<file path="src/design/emm_pkg.sv">
package emm_pkg;

  // Processor address space and range granularity
  localparam int ADDR_W = 24;
  localparam int BLK_LSB = 9;
  localparam int BLK_W = ADDR_W - BLK_LSB;
  localparam int NUM_RANGES = 16;
  localparam int IDX_W = 4;
  localparam logic [15:0] SWBP_OPCODE = 16'h5770;
  localparam int MON_RES_BYTES = 6144;

  // Register offsets (byte addresses on the register port)
  localparam logic [7:0] OFS_CTRL = 8'h00;
  localparam logic [7:0] OFS_STATUS = 8'h04;
  localparam logic [7:0] OFS_MASK = 8'h08;
  localparam logic [7:0] OFS_STATE = 8'h0C;
  localparam logic [7:0] OFS_RNG_BASE = 8'h40;
  localparam logic [7:0] OFS_RNG_LAST = 8'hBC;

  // Control register fields
  localparam int CTRL_BRK_ROM = 0;
  localparam int CTRL_ANA_BRK = 1;
  localparam int CTRL_TGT_RST = 2;
  localparam int CTRL_DFLT_LSB = 4;
  localparam int CTRL_RST_CMD = 8;

  // Range word fields: low word holds the first block, high word the last
  localparam int RNG_EN_BIT = 31;
  localparam int RNG_ATTR_LSB = 0;

  // Status and mask bit positions
  localparam int NUM_EV = 6;
  localparam int EV_GUARD = 0;
  localparam int EV_ROM_WR = 1;
  localparam int EV_SWBP = 2;
  localparam int EV_ANA = 3;
  localparam int EV_TGT_RST = 4;
  localparam int EV_HW_STBY = 5;

  // Reset values
  localparam logic [NUM_EV-1:0] MASK_RST = 6'h00;
  localparam logic [2:0] DFLT_ATTR_RST = 3'h4;

  // Emulation processor reset pulse length
  localparam int CLK_PERIOD_NS = 50;
  localparam int RST_PULSE_NS = 200;
  localparam int RST_CYCLES = (RST_PULSE_NS + CLK_PERIOD_NS - 1) / CLK_PERIOD_NS;
  localparam int RST_CNT_W = 3;

  typedef enum logic [2:0] {
    EMM_ERAM = 3'h0,
    EMM_EROM = 3'h1,
    EMM_TRAM = 3'h2,
    EMM_TROM = 3'h3,
    EMM_GRD = 3'h4
  } emm_attr_t;

  // Gray along run -> break -> monitor; monitor -> run flips both bits
  typedef enum logic [1:0] {
    EMM_RUN = 2'h0,
    EMM_BRK = 2'h1,
    EMM_MON = 2'h3
  } emm_mode_t;

  typedef struct packed {
    logic en;
    logic [BLK_W-1:0] first;
    logic [BLK_W-1:0] last;
    emm_attr_t attr;
  } emm_range_t;

  typedef struct packed {
    logic wr;
    logic rd;
    logic [7:0] addr;
    logic [31:0] wdata;
  } emm_regbus_t;

  typedef struct packed {
    logic valid;
    logic write;
    logic fetch;
    logic [ADDR_W-1:0] addr;
    logic [15:0] opcode;
  } emm_cpu_acc_t;

  typedef struct packed {
    logic emul_sel;
    logic tgt_sel;
    logic guard_err;
    logic [ADDR_W-1:0] emem_addr;
  } emm_route_t;

  function automatic logic emm_is_rom(input emm_attr_t a);
    return (a == EMM_EROM) || (a == EMM_TROM);
  endfunction

  function automatic logic emm_is_emul(input emm_attr_t a);
    return (a == EMM_ERAM) || (a == EMM_EROM);
  endfunction

endpackage

</file>
<file path="src/design/emm_mapper.sv">
// Functional notes
// - Sixteen ranges checked on every access.
// - Ranges compare on 512-byte blocks only.
// - Five attributes: four route emulation or target, guarded routes neither.
// - Guarded access raises a reported error.
// - Enabled ROM write breaks to monitor.
// - Breakpoint opcode fetch breaks to monitor.
// - Enabled analyzer trigger breaks to monitor.
// - Watchdog holds while monitor runs.
// - Break releases sleep; resume after sleep.
// - Hardware standby request resets the processor.
// - Interrupts held pending during monitor.
// - Reset by command or target input.
// - Six kilobytes reserved for monitor, internal RAM.
// - Internal RAM maps as emulation RAM automatically.
//
// Implementation choices: the register offsets and the strobed register port.
`timescale 1ns/1ps
`default_nettype none
module emm_mapper #(
  parameter int EMEM_BYTES = 131072,
  parameter logic [23:0] IRAM_BASE = 24'hFF0000,
  parameter logic [23:0] IRAM_LAST = 24'hFF0FFF
) (
  // Clock and reset
  input wire logic core_clk,
  input wire logic reset,
  // Register port
  input wire emm_pkg::emm_regbus_t reg_in,
  output logic [31:0] reg_rdata,
  // Processor access and routing
  input wire emm_pkg::emm_cpu_acc_t cpu_acc,
  output emm_pkg::emm_route_t route,
  // Break handshake with the processor
  input wire logic brk_ack,
  input wire logic mon_exit,
  input wire logic cpu_lowpower,
  input wire logic ana_trig,
  output logic brk_req,
  output logic lp_release,
  output logic wdt_hold,
  // Interrupts and resets
  input wire logic tgt_irq,
  input wire logic tgt_reset_req,
  input wire logic hw_stby_req,
  output logic cpu_irq,
  output logic cpu_rst,
  output logic irq
);
  import emm_pkg::*;

  localparam logic [23:0] USER_LIM = 24'(EMEM_BYTES - MON_RES_BYTES);

  typedef struct packed {
    emm_mode_t mode;
    logic brk_rom_en;
    logic ana_brk_en;
    logic tgt_rst_en;
    emm_attr_t dflt;
    logic [NUM_EV-1:0] sts;
    logic [NUM_EV-1:0] mask;
    emm_range_t [NUM_RANGES-1:0] rng;
    logic [31:0] rdata;
    logic [RST_CNT_W-1:0] rst_cnt;
    logic cpu_rst;
    emm_route_t route;
    logic brk_req;
    logic lp_release;
    logic wdt_hold;
    logic irq_pend;
    logic cpu_irq;
    logic irq;
  } emm_state_t;

  emm_state_t s_q;
  emm_state_t s_d;
  logic m_hit;
  emm_attr_t m_attr;
  logic in_iram;
  emm_attr_t eff_attr;
  logic brk_now;
  logic [NUM_EV-1:0] ev;
  logic [IDX_W-1:0] rng_idx;
  logic [31:0] rd_val;

  // Range lookup on block number; low nine bits never matter
  emm_range_match u_match (
    .ranges(s_q.rng),
    .dflt_attr(s_q.dflt),
    .blk(cpu_acc.addr[ADDR_W-1:BLK_LSB]),
    .hit(m_hit),
    .attr(m_attr),
    .idx()
  );

  // Internal RAM overrides any user range and uses none of them
  assign in_iram = cpu_acc.addr >= IRAM_BASE && cpu_acc.addr <= IRAM_LAST;
  assign eff_attr = in_iram ? EMM_ERAM : m_attr;
  // Range slot from the offset past the table base, so slot i sits at base plus 8i
  assign rng_idx = IDX_W'((reg_in.addr - OFS_RNG_BASE) >> 3);

  // Hardware events feeding the sticky status
  always_comb begin
    ev = '0;
    ev[EV_GUARD] = cpu_acc.valid && !in_iram && eff_attr == EMM_GRD;
    ev[EV_ROM_WR] = cpu_acc.valid && cpu_acc.write && s_q.brk_rom_en && emm_is_rom(eff_attr);
    ev[EV_SWBP] = cpu_acc.valid && cpu_acc.fetch && cpu_acc.opcode == SWBP_OPCODE;
    ev[EV_ANA] = ana_trig && s_q.ana_brk_en;
    ev[EV_TGT_RST] = tgt_reset_req && s_q.tgt_rst_en;
    ev[EV_HW_STBY] = hw_stby_req;
    brk_now = s_q.mode == EMM_RUN && !s_q.cpu_rst && (ev[EV_ROM_WR] || ev[EV_SWBP] || ev[EV_ANA]);
  end

  // Read mux; unmapped offsets read zero
  always_comb begin
    rd_val = 32'h0000_0000;
    if (reg_in.addr >= OFS_RNG_BASE && reg_in.addr <= OFS_RNG_LAST) begin
      if (reg_in.addr[2]) begin
        rd_val[RNG_EN_BIT] = s_q.rng[rng_idx].en;
        rd_val[ADDR_W-1:BLK_LSB] = s_q.rng[rng_idx].last;
        rd_val[RNG_ATTR_LSB +: 3] = s_q.rng[rng_idx].attr;
      end else begin
        rd_val[ADDR_W-1:BLK_LSB] = s_q.rng[rng_idx].first;
      end
    end else begin
      case (reg_in.addr)
        OFS_CTRL: begin
          rd_val[CTRL_BRK_ROM] = s_q.brk_rom_en;
          rd_val[CTRL_ANA_BRK] = s_q.ana_brk_en;
          rd_val[CTRL_TGT_RST] = s_q.tgt_rst_en;
          rd_val[CTRL_DFLT_LSB +: 3] = s_q.dflt;
        end
        OFS_STATUS: rd_val[NUM_EV-1:0] = s_q.sts;
        OFS_MASK: rd_val[NUM_EV-1:0] = s_q.mask;
        OFS_STATE: rd_val[4:0] = {s_q.irq_pend, s_q.cpu_rst, m_hit, s_q.mode};
        default: rd_val = 32'h0000_0000;
      endcase
    end
  end

  // Next-state logic for the whole block
  always_comb begin
    s_d = s_q;
    s_d.rdata = reg_in.rd ? rd_val : 32'h0000_0000;
    s_d.brk_req = 1'b0;
    s_d.lp_release = 1'b0;
    // Register writes
    if (reg_in.wr) begin
      if (reg_in.addr >= OFS_RNG_BASE && reg_in.addr <= OFS_RNG_LAST) begin
        if (reg_in.addr[2]) begin
          s_d.rng[rng_idx].en = reg_in.wdata[RNG_EN_BIT];
          s_d.rng[rng_idx].last = reg_in.wdata[ADDR_W-1:BLK_LSB];
          s_d.rng[rng_idx].attr = emm_attr_t'(reg_in.wdata[RNG_ATTR_LSB +: 3]);
        end else begin
          s_d.rng[rng_idx].first = reg_in.wdata[ADDR_W-1:BLK_LSB];
        end
      end else begin
        case (reg_in.addr)
          OFS_CTRL: begin
            s_d.brk_rom_en = reg_in.wdata[CTRL_BRK_ROM];
            s_d.ana_brk_en = reg_in.wdata[CTRL_ANA_BRK];
            s_d.tgt_rst_en = reg_in.wdata[CTRL_TGT_RST];
            s_d.dflt = emm_attr_t'(reg_in.wdata[CTRL_DFLT_LSB +: 3]);
          end
          OFS_MASK: s_d.mask = reg_in.wdata[NUM_EV-1:0];
          default: s_d.mask = s_q.mask;
        endcase
      end
    end
    // Write-one-to-clear, but a new event in the same cycle wins
    if (reg_in.wr && reg_in.addr == OFS_STATUS) begin
      s_d.sts = s_q.sts & ~reg_in.wdata[NUM_EV-1:0];
    end
    s_d.sts = s_d.sts | ev;
    // Routing of the access
    s_d.route.guard_err = ev[EV_GUARD];
    s_d.route.emul_sel = cpu_acc.valid && emm_is_emul(eff_attr);
    s_d.route.tgt_sel = cpu_acc.valid && (eff_attr == EMM_TRAM || eff_attr == EMM_TROM);
    s_d.route.emem_addr = cpu_acc.addr;
    if (in_iram) begin
      s_d.route.emem_addr = USER_LIM + (cpu_acc.addr - IRAM_BASE);
    end else if (cpu_acc.valid && emm_is_emul(eff_attr) && cpu_acc.addr >= USER_LIM) begin
      // User ranges may not reach the reserved top of emulation memory
      s_d.route.emul_sel = 1'b0;
      s_d.route.guard_err = 1'b1;
      s_d.sts[EV_GUARD] = 1'b1;
    end
    // Break sequencing
    case (s_q.mode)
      EMM_RUN: begin
        if (brk_now) begin
          s_d.mode = EMM_BRK;
          s_d.lp_release = cpu_lowpower;
        end
      end
      EMM_BRK: begin
        if (brk_ack) begin
          s_d.mode = EMM_MON;
        end
      end
      EMM_MON: begin
        if (mon_exit) begin
          s_d.mode = EMM_RUN;
        end
      end
      default: s_d.mode = EMM_RUN;
    endcase
    // Processor reset: command, target input or hardware standby request
    if ((reg_in.wr && reg_in.addr == OFS_CTRL && reg_in.wdata[CTRL_RST_CMD]) ||
        ev[EV_TGT_RST] || ev[EV_HW_STBY]) begin
      s_d.rst_cnt = RST_CNT_W'(RST_CYCLES);
    end else if (s_q.rst_cnt != '0) begin
      s_d.rst_cnt = s_q.rst_cnt - 1'b1;
    end
    s_d.cpu_rst = s_d.rst_cnt != '0;
    if (s_d.cpu_rst) begin
      s_d.mode = EMM_RUN;
      s_d.irq_pend = 1'b0;
      s_d.lp_release = 1'b0;
    end
    s_d.brk_req = s_d.mode == EMM_BRK;
    s_d.wdt_hold = s_d.mode != EMM_RUN;
    // Interrupts during monitor wait for the return to user code
    if (tgt_irq && s_d.mode != EMM_RUN && !s_d.cpu_rst) begin
      s_d.irq_pend = 1'b1;
    end else if (s_d.mode == EMM_RUN && s_q.cpu_irq) begin
      s_d.irq_pend = 1'b0;
    end
    s_d.cpu_irq = s_d.mode == EMM_RUN && !s_d.cpu_rst && (tgt_irq || s_q.irq_pend);
    s_d.irq = |(s_d.sts & s_d.mask);
  end

  // State register; ranges come up disabled so the default applies
  always_ff @(posedge core_clk or posedge reset) begin
    if (reset) begin
      s_q <= '0;
      s_q.dflt <= emm_attr_t'(DFLT_ATTR_RST);
      s_q.mask <= MASK_RST;
    end else begin
      s_q <= s_d;
    end
  end

  // Outputs straight from the state register
  assign reg_rdata = s_q.rdata;
  assign route = s_q.route;
  assign brk_req = s_q.brk_req;
  assign lp_release = s_q.lp_release;
  assign wdt_hold = s_q.wdt_hold;
  assign cpu_irq = s_q.cpu_irq;
  assign cpu_rst = s_q.cpu_rst;
  assign irq = s_q.irq;

  // Checks on the mapping, break, watchdog, reset and interrupt behaviour
  AST_GUARD_FLAG: assert property (@(posedge core_clk) disable iff (reset)
    ev[EV_GUARD] |=> route.guard_err && s_q.sts[EV_GUARD] && !route.emul_sel && !route.tgt_sel)
    else $error("guarded access not flagged");

  AST_ROM_BREAK: assert property (@(posedge core_clk) disable iff (reset)
    (s_q.mode == EMM_RUN && !s_q.cpu_rst && ev[EV_ROM_WR] && !ev[EV_TGT_RST] && !ev[EV_HW_STBY])
    |=> brk_req && s_q.mode == EMM_BRK)
    else $error("ROM write did not break");

  AST_SWBP_BREAK: assert property (@(posedge core_clk) disable iff (reset)
    (s_q.mode == EMM_RUN && !s_q.cpu_rst && cpu_acc.valid && cpu_acc.fetch &&
     cpu_acc.opcode == SWBP_OPCODE && !ev[EV_TGT_RST] && !ev[EV_HW_STBY]) |=> brk_req)
    else $error("breakpoint opcode did not break");

  AST_ANA_OFF: assert property (@(posedge core_clk) disable iff (reset)
    (s_q.mode == EMM_RUN && !s_q.ana_brk_en && !cpu_acc.valid) |=> !brk_req)
    else $error("analyzer break while disabled");

  AST_WDT_HOLD: assert property (@(posedge core_clk) disable iff (reset)
    ((brk_req || s_q.mode == EMM_MON) && !mon_exit) |=> (wdt_hold || cpu_rst))
    else $error("watchdog not held in monitor");

  AST_WAKE: assert property (@(posedge core_clk) disable iff (reset)
    (brk_now && cpu_lowpower && !ev[EV_TGT_RST] && !ev[EV_HW_STBY]) |=> lp_release ##1 !lp_release)
    else $error("low-power state not released on break");

  AST_STBY_RESET: assert property (@(posedge core_clk) disable iff (reset)
    $rose(hw_stby_req) |=> cpu_rst [*4])
    else $error("standby request did not reset the processor");

  AST_IRQ_DEFER: assert property (@(posedge core_clk) disable iff (reset)
    (wdt_hold || cpu_rst) |-> !cpu_irq)
    else $error("interrupt delivered during monitor");

  AST_IRAM_MAP: assert property (@(posedge core_clk) disable iff (reset)
    (cpu_acc.valid && in_iram) |=> route.emul_sel && !route.guard_err && route.emem_addr >= USER_LIM)
    else $error("internal RAM not mapped to reserved emulation memory");

  COV_SWBP: cover property (@(posedge core_clk) disable iff (reset)
    ev[EV_SWBP] ##1 brk_req ##[1:20] s_q.mode == EMM_MON);
  COV_RETURN: cover property (@(posedge core_clk) disable iff (reset)
    s_q.mode == EMM_MON && mon_exit ##1 s_q.mode == EMM_RUN);
  COV_GUARD: cover property (@(posedge core_clk) disable iff (reset) ev[EV_GUARD] ##1 irq);
  COV_DEFER: cover property (@(posedge core_clk) disable iff (reset) s_q.irq_pend ##[1:50] cpu_irq);

endmodule // emm_mapper
`default_nettype wire

</file>
<file path="src/design/emm_range_match.sv">
`timescale 1ns/1ps
`default_nettype none
module emm_range_match (
  // Range table
  input wire emm_pkg::emm_range_t [emm_pkg::NUM_RANGES-1:0] ranges,
  input wire emm_pkg::emm_attr_t dflt_attr,
  // Block number of the access
  input wire logic [emm_pkg::BLK_W-1:0] blk,
  // Result
  output logic hit,
  output emm_pkg::emm_attr_t attr,
  output logic [emm_pkg::IDX_W-1:0] idx
);
  import emm_pkg::*;

  // Downward scan so the lowest matching index wins on overlap
  always_comb begin
    hit = 1'b0;
    attr = dflt_attr;
    idx = '0;
    for (int i = NUM_RANGES - 1; i >= 0; i--) begin
      if (ranges[i].en && blk >= ranges[i].first && blk <= ranges[i].last) begin
        hit = 1'b1;
        attr = ranges[i].attr;
        idx = IDX_W'(i);
      end
    end
  end

endmodule // emm_range_match
`default_nettype wire

</file>
<file path="config.mk">
export PLATFORM = sky130hd
export DESIGN_NAME = emm_mapper
export DESIGN_NICKNAME = d
export VERILOG_FILES = /design/src/design/emm_pkg.sv /design/src/design/emm_mapper.sv /design/src/design/emm_range_match.sv
export SDC_FILE = /design/constraint.sdc
export NUM_CORES = 2
export LEC_CHECK = 0
export BUFFER_PORTS_ARGS = -buffer_cell sky130_fd_sc_hd__buf_2
export CORE_MARGIN = 8
export CORE_UTILIZATION = 47
export CTS_CLUSTER_DIAMETER = 60
export DETAILED_ROUTE_END_ITERATION = 6
export PLACE_DENSITY = 0.71
export REMOVE_ABC_BUFFERS = 1
export SLEW_MARGIN = 20
export SYNTH_ARGS = -nofsm -noshare
export SYNTH_HDL_FRONTEND = slang
export SYNTH_SLANG_ARGS = --single-unit
</file>
<file path="constraint.sdc">
create_clock -name core_clk -period 62.9 [get_ports core_clk]
set_input_delay 9.435 -clock core_clk [delete_from_list [all_inputs] [get_ports core_clk]]
set_output_delay 9.435 -clock core_clk [all_outputs]
set_load 0.1 [all_outputs]
</file>
# Yosys cells after proc, flatten, opt, wreduce, memory -nomap -nowiden
# Index checks and enable logic that the tools add are counted.
# Widths: inputs -> output; s select.
[word_totals] out_inout_bits=65 register_bits=633 elab_cells=308 latch_bits=0 n_memories=0 ramBits=0 mem_bits_ro=0
[op_classes] magnitude_cmp=39 shift=0 n_addsub=4 n_eq_ne=11 reduce_logical=79 mux=86 bitwise_logic=5 n_mul=0 div_mod_pow=0
[ops] operator="$bwmux 544" n=4
[ops] operator="$mux 544" n=2
[ops] operator="$mux 550" n=1
[ops] operator="$demux 34 s4" n=4
[ops] operator="$ge 15x15->1" n=16
[ops] operator="$le 15x15->1" n=16
[ops] operator="$bmux 34 s4" n=1
[ops] operator="$mux 34" n=2
[ops] operator="$mux 3" n=22
[ops] operator="$logic_and 1x1->1" n=57
[ops] operator="$mux 33" n=1
[ops] operator="$mux 32" n=1
[ops] operator="$mux 1" n=31
[ops] operator="$mux 15" n=2
[ops] operator="$add 17x24->24 const A" n=1
[ops] operator="$ge 24x17->1 const B" n=1
[ops] operator="$ge 24x24->1 const B" n=1
[ops] operator="$le 24x24->1 const B" n=1
[ops] operator="$mux 24" n=1
[ops] operator="$sub 24x24->24 const B" n=1
[ops] operator="$mux 18" n=1
[ops] operator="$mux 6" n=3
[ops] operator="$eq 16x15->1 const B" n=1
[ops] operator="$eq 8x4->1 const B" n=2
[ops] operator="other kinds (32)" n=51

# Logic depth before layout (Yosys ltp)
[depth] ltp_word=33 depth_mapped=14 mapped_depth_nobuf=14

# By module
# Synthesis repeated with hierarchy kept, for this count alone.
[hier_totals] hier_cells=3553 hier_area_um2=41210.8
[by_module_without_submodules] mod="emm_mapper" n_inst=1 area_per_inst_um2=28368.5 cells_each=1779
[by_module_without_submodules] mod="emm_range_match" n_inst=1 area_per_inst_um2=12842.3 cells_each=1774

# Least setup slack after synthesis
# OpenSTA, ideal clock, no wires.
[synth_path] path_type="input port to flip-flop" start="input cpu_acc[25] in the netlist's numbering" end="register s_q (netlist bit brk_req)" path_stages=14 t_arrival_ps=12623 slack_ps=50211 required_time_ps=62834 cell_sequence="inv_1 -> ha_1 -> nand3b_1 -> a211oi_1 -> a2111oi_0 -> a21oi_1 -> or3_4 -> mux2i_1 -> a222oi_1 -> o211a_1 -> o311ai_4 -> o31ai_4 -> and2b_1 -> and2_1"
[synth_lines] item="from (decl)" line_no="emm_mapper.sv:32" rtl="input wire emm_pkg::emm_cpu_acc_t cpu_acc,"
[synth_lines] item="to (decl)" line_no="emm_mapper.sv:75" rtl="emm_state_t s_q;"

==> run metrics <==
run status completed; Crit Path Category input port to flip-flop; min-delay src s_q[620]; initial antenna violation count 5; dpl ws 48.57 ns; WHS Path Cells 2; crit share post-route 22.1%; Post-synth EDFFs 0; net count reported at finish 4584; buffers added on ports about 140; GRT Total Usage 26.5%; CTS tree built; gpl congestion approximately 0.97; Worst-path clk slew 0.05 ns; share of cells above drive strength 1 18.9%; Max stage delay on crit path roughly 0.91 ns; Seq/Total Area, Yosys 38.8%; R2R depth 14; Sum Neg Setup Slack 0 ns; Final setup viols 0; number of max-cap violations 0; Filler cells 7481; Starting Density 47.3%; CTS root buffer clkbuf_16; synth-to-layout area growth 10.3%; Flop pwr share 37.9%; Worst Hold Class flip-flop to flip-flop; drt via density 6.01; M1 WL a little over 50 mm; Final ANT Viol Nets 0; Worst setup SP type input port; dpl hpwl 87.3 mm; Critical Path Sink Type flip-flop; Setup Buffers After CTS 0; via count 31300; Comb pwr share 28.3%; Rel. slew slack 21.3%; worst ir drop on vdd 0.0302 mV; Slew Limit Fails 0; clock power share roughly a third; CTS Buf Count just under 80; Critical Path Slowest Stage Cell a311oi_2; CTS H-Tree Depth 3; synth warn 0; reg2reg setup slack 58.32 ns; CTS max path bufs 3; FFs w/ async S/R, synth between 90% and 100%; worst-path maximum fanout 20; post-synth cell types 90; Synth Flop Type dfrtp_1; Post-Syn Instances 3966; Net Sw Frac 33.8%; Starting DRT DRC Count slightly below 3000; cts hold-fix bufs 0; fmax 0.0720 GHz; Die Wd 309 um; post-route setup slack 49.01 ns; # DRC 0; DRT Pass-1 Iters 6; RR Endpoint s_q[619]; clock skew 0.0361 ns; routed wire length 127 mm; I/O Pins 159; hold path endpoint s_q[620]; Hold Violations, Final 0; Pint 891 uW; met2 wire len 55.9 mm; routed len/inst 24.4 um; switching pwr 455 uW; #FFs+latches synth approximately 620; Avg Inst Size Synth 10.1 sq um; PostCTS Resize Cnt 0; global route overflow 0; WL met3 12.2 mm; die height 309 um; Worst EP required approximately 63 ns; unrepaired setup endpoints after global routing false; pwr/cell area 30.3 nW/um^2; worst path cell trace buf_2 -> buf_4 -> ha_1 -> and4_1 -> and3_1 -> a211oi_1 -> a221oi_1 -> a311oi_2 -> nor3_1 -> o211ai_1 -> a311oi_1 -> nor2_1 -> mux2i_1 -> or3_1 -> nand4_1; number of global-route vias before repair 30800; Cell Area, Synth 40200 sq um; core area approximately 85000 sq um; first-pass GRT wire length ~190 mm; die area 95200 sq um; Max Used Layer met5; CP arrival 14.42 ns; Worst Tran Pin Value 1.18 ns; Std-Cell Rows 107; commonest non-fill, non-tap cells in the layout dfrtp_1 (623), inv_1 (489), ha_1 (485), nand2_1 (471), o21ai_0 (417); largest net degree at the start of global routing 173; Pleak 21.1 nW; worst skew pair latency 0.64 ns; CTS Sinks approximately 620; Final Critical Period 13.89 ns; most common cell after layout, fill and taps aside dfrtp_1
==> worst max path at each step <==
stage,from,endpoint,slack [ns],cells past startpoint
6_report,cpu_acc[32],irq,49.01,15
5_1_grt,cpu_acc[32],irq,49.01,15
4_1_cts,cpu_acc[32],irq,49.22,15
3_5_place_dp,cpu_acc[32],irq,48.57,15
3_3_place_gp,cpu_acc[32],irq,48.63,15
2_1_floorplan,reset,async pin,35.99,1
==> per-layer routing <==
metal | track usage, % | up-vias
met5 | 0 | -
met4 | 14.1 | 2
met3 | 6.36 | 328
met2 | 40.7 | 1506
met1 | 34.6 | 15400
li1 | - | 14100
==> synthesized netlist by cell type (8+ instances only) <==
| cell | count | area share, % |
|---|---|---|
| nor2_1 | 87 | 0.81 |
| o21ai_0 | 417 | 5.2 |
| a2111oi_0 | 12 | 0.26 |
| clkbuf_1 | 162 | 1.5 |
| o31ai_1 | 12 | 0.22 |
| nor3_1 | 33 | 0.41 |
| nand3_1 | 76 | 0.95 |
| inv_1 | 491 | 4.6 |
| nand2b_1 | 27 | 0.42 |
| a21o_1 | 40 | 0.75 |
| mux4_2 | 172 | 9.6 |
| mux2i_1 | 8 | 0.20 |
| o211ai_1 | 12 | 0.22 |
| buf_4 | 59 | 1.1 |
| a31oi_1 | 13 | 0.20 |
| a211oi_1 | 26 | 0.49 |
| a21oi_1 | 154 | 1.9 |
| and3_1 | 19 | 0.30 |
| or3_1 | 11 | 0.17 |
| ha_1 | 485 | 15 |
| o21a_1 | 16 | 0.30 |
| nor2b_1 | 32 | 0.50 |
| a22oi_1 | 8 | 0.15 |
| buf_1 | 18 | 0.17 |
| nand2_1 | 471 | 4.4 |
| mux2_2 | 230 | 6.4 |
| and2_1 | 11 | 0.17 |
| a221oi_1 | 9 | 0.20 |
| nand4_1 | 68 | 1.1 |
| dfrtp_1 | 623 | 39 |
| nand3b_1 | 9 | 0.17 |
| nor4_1 | 21 | 0.33 |
==> critical path: cells and delay by family <==
kind            cells  cell delay, ns
mux                 1            0.23
fa+ha+maj           1            0.32
buf+inv             2            0.93
compound gates      5            1.89
simple gates        6            1.56
==> through the flow <==
step,cells,total power [mW],hold slack (ns),util (%),cell area [sq um]
6_report,5205,1.35,0.507,52.2,44400
5_1_grt,5203,1.41,0.537,52.2,44400
4_1_cts,5202,1.34,0.502,52.2,44400
3_5_place_dp,5070,0.886,0.492,49.2,41800
3_3_place_gp,5070,0.872,0.485,49.2,41800
2_1_floorplan,3728,0.755,0.448,-,39100
==> cell type report <==
cell class	instances	area [sq um]	area share (%)
inverters	491	1850	4.17
flip-flops and latches	624	15600	35.2
multi-input cells	2613	21700	49.0
diodes	3	7.51	0.0169
clock inverters	27	368	0.829
repair buffers	198	1170	2.63
well taps	1144	1430	3.23
clock buffers	105	2190	4.95
==> power by group through the flow <==
stage	clock network [mW]	registers (mW)	logic, mW
after floorplan	0	0.517	0.238
after global placement	0	0.511	0.361
after detailed placement	0	0.514	0.373
after CTS	0.461	0.508	0.376
after global routing	0.478	0.515	0.418
final	0.456	0.510	0.381
==> kinds of logic (layout without fill, tap and decap cells) <==
kind of cell	count (synthesis)	in the layout	synth area share, %
other	1	12	0.00932
AND/OR/NAND/NOR	902	902	10.5
flip-flops	624	624	38.8
XOR/XNOR	2	2	0.0435
AO/OA/AOI/OAI	805	805	11.9
multiplexers	410	410	16.3
adder cells (fa/ha/maj)	485	485	15.1
buffers and inverters	737	821	7.45
(Power assumes the default switching activity.)
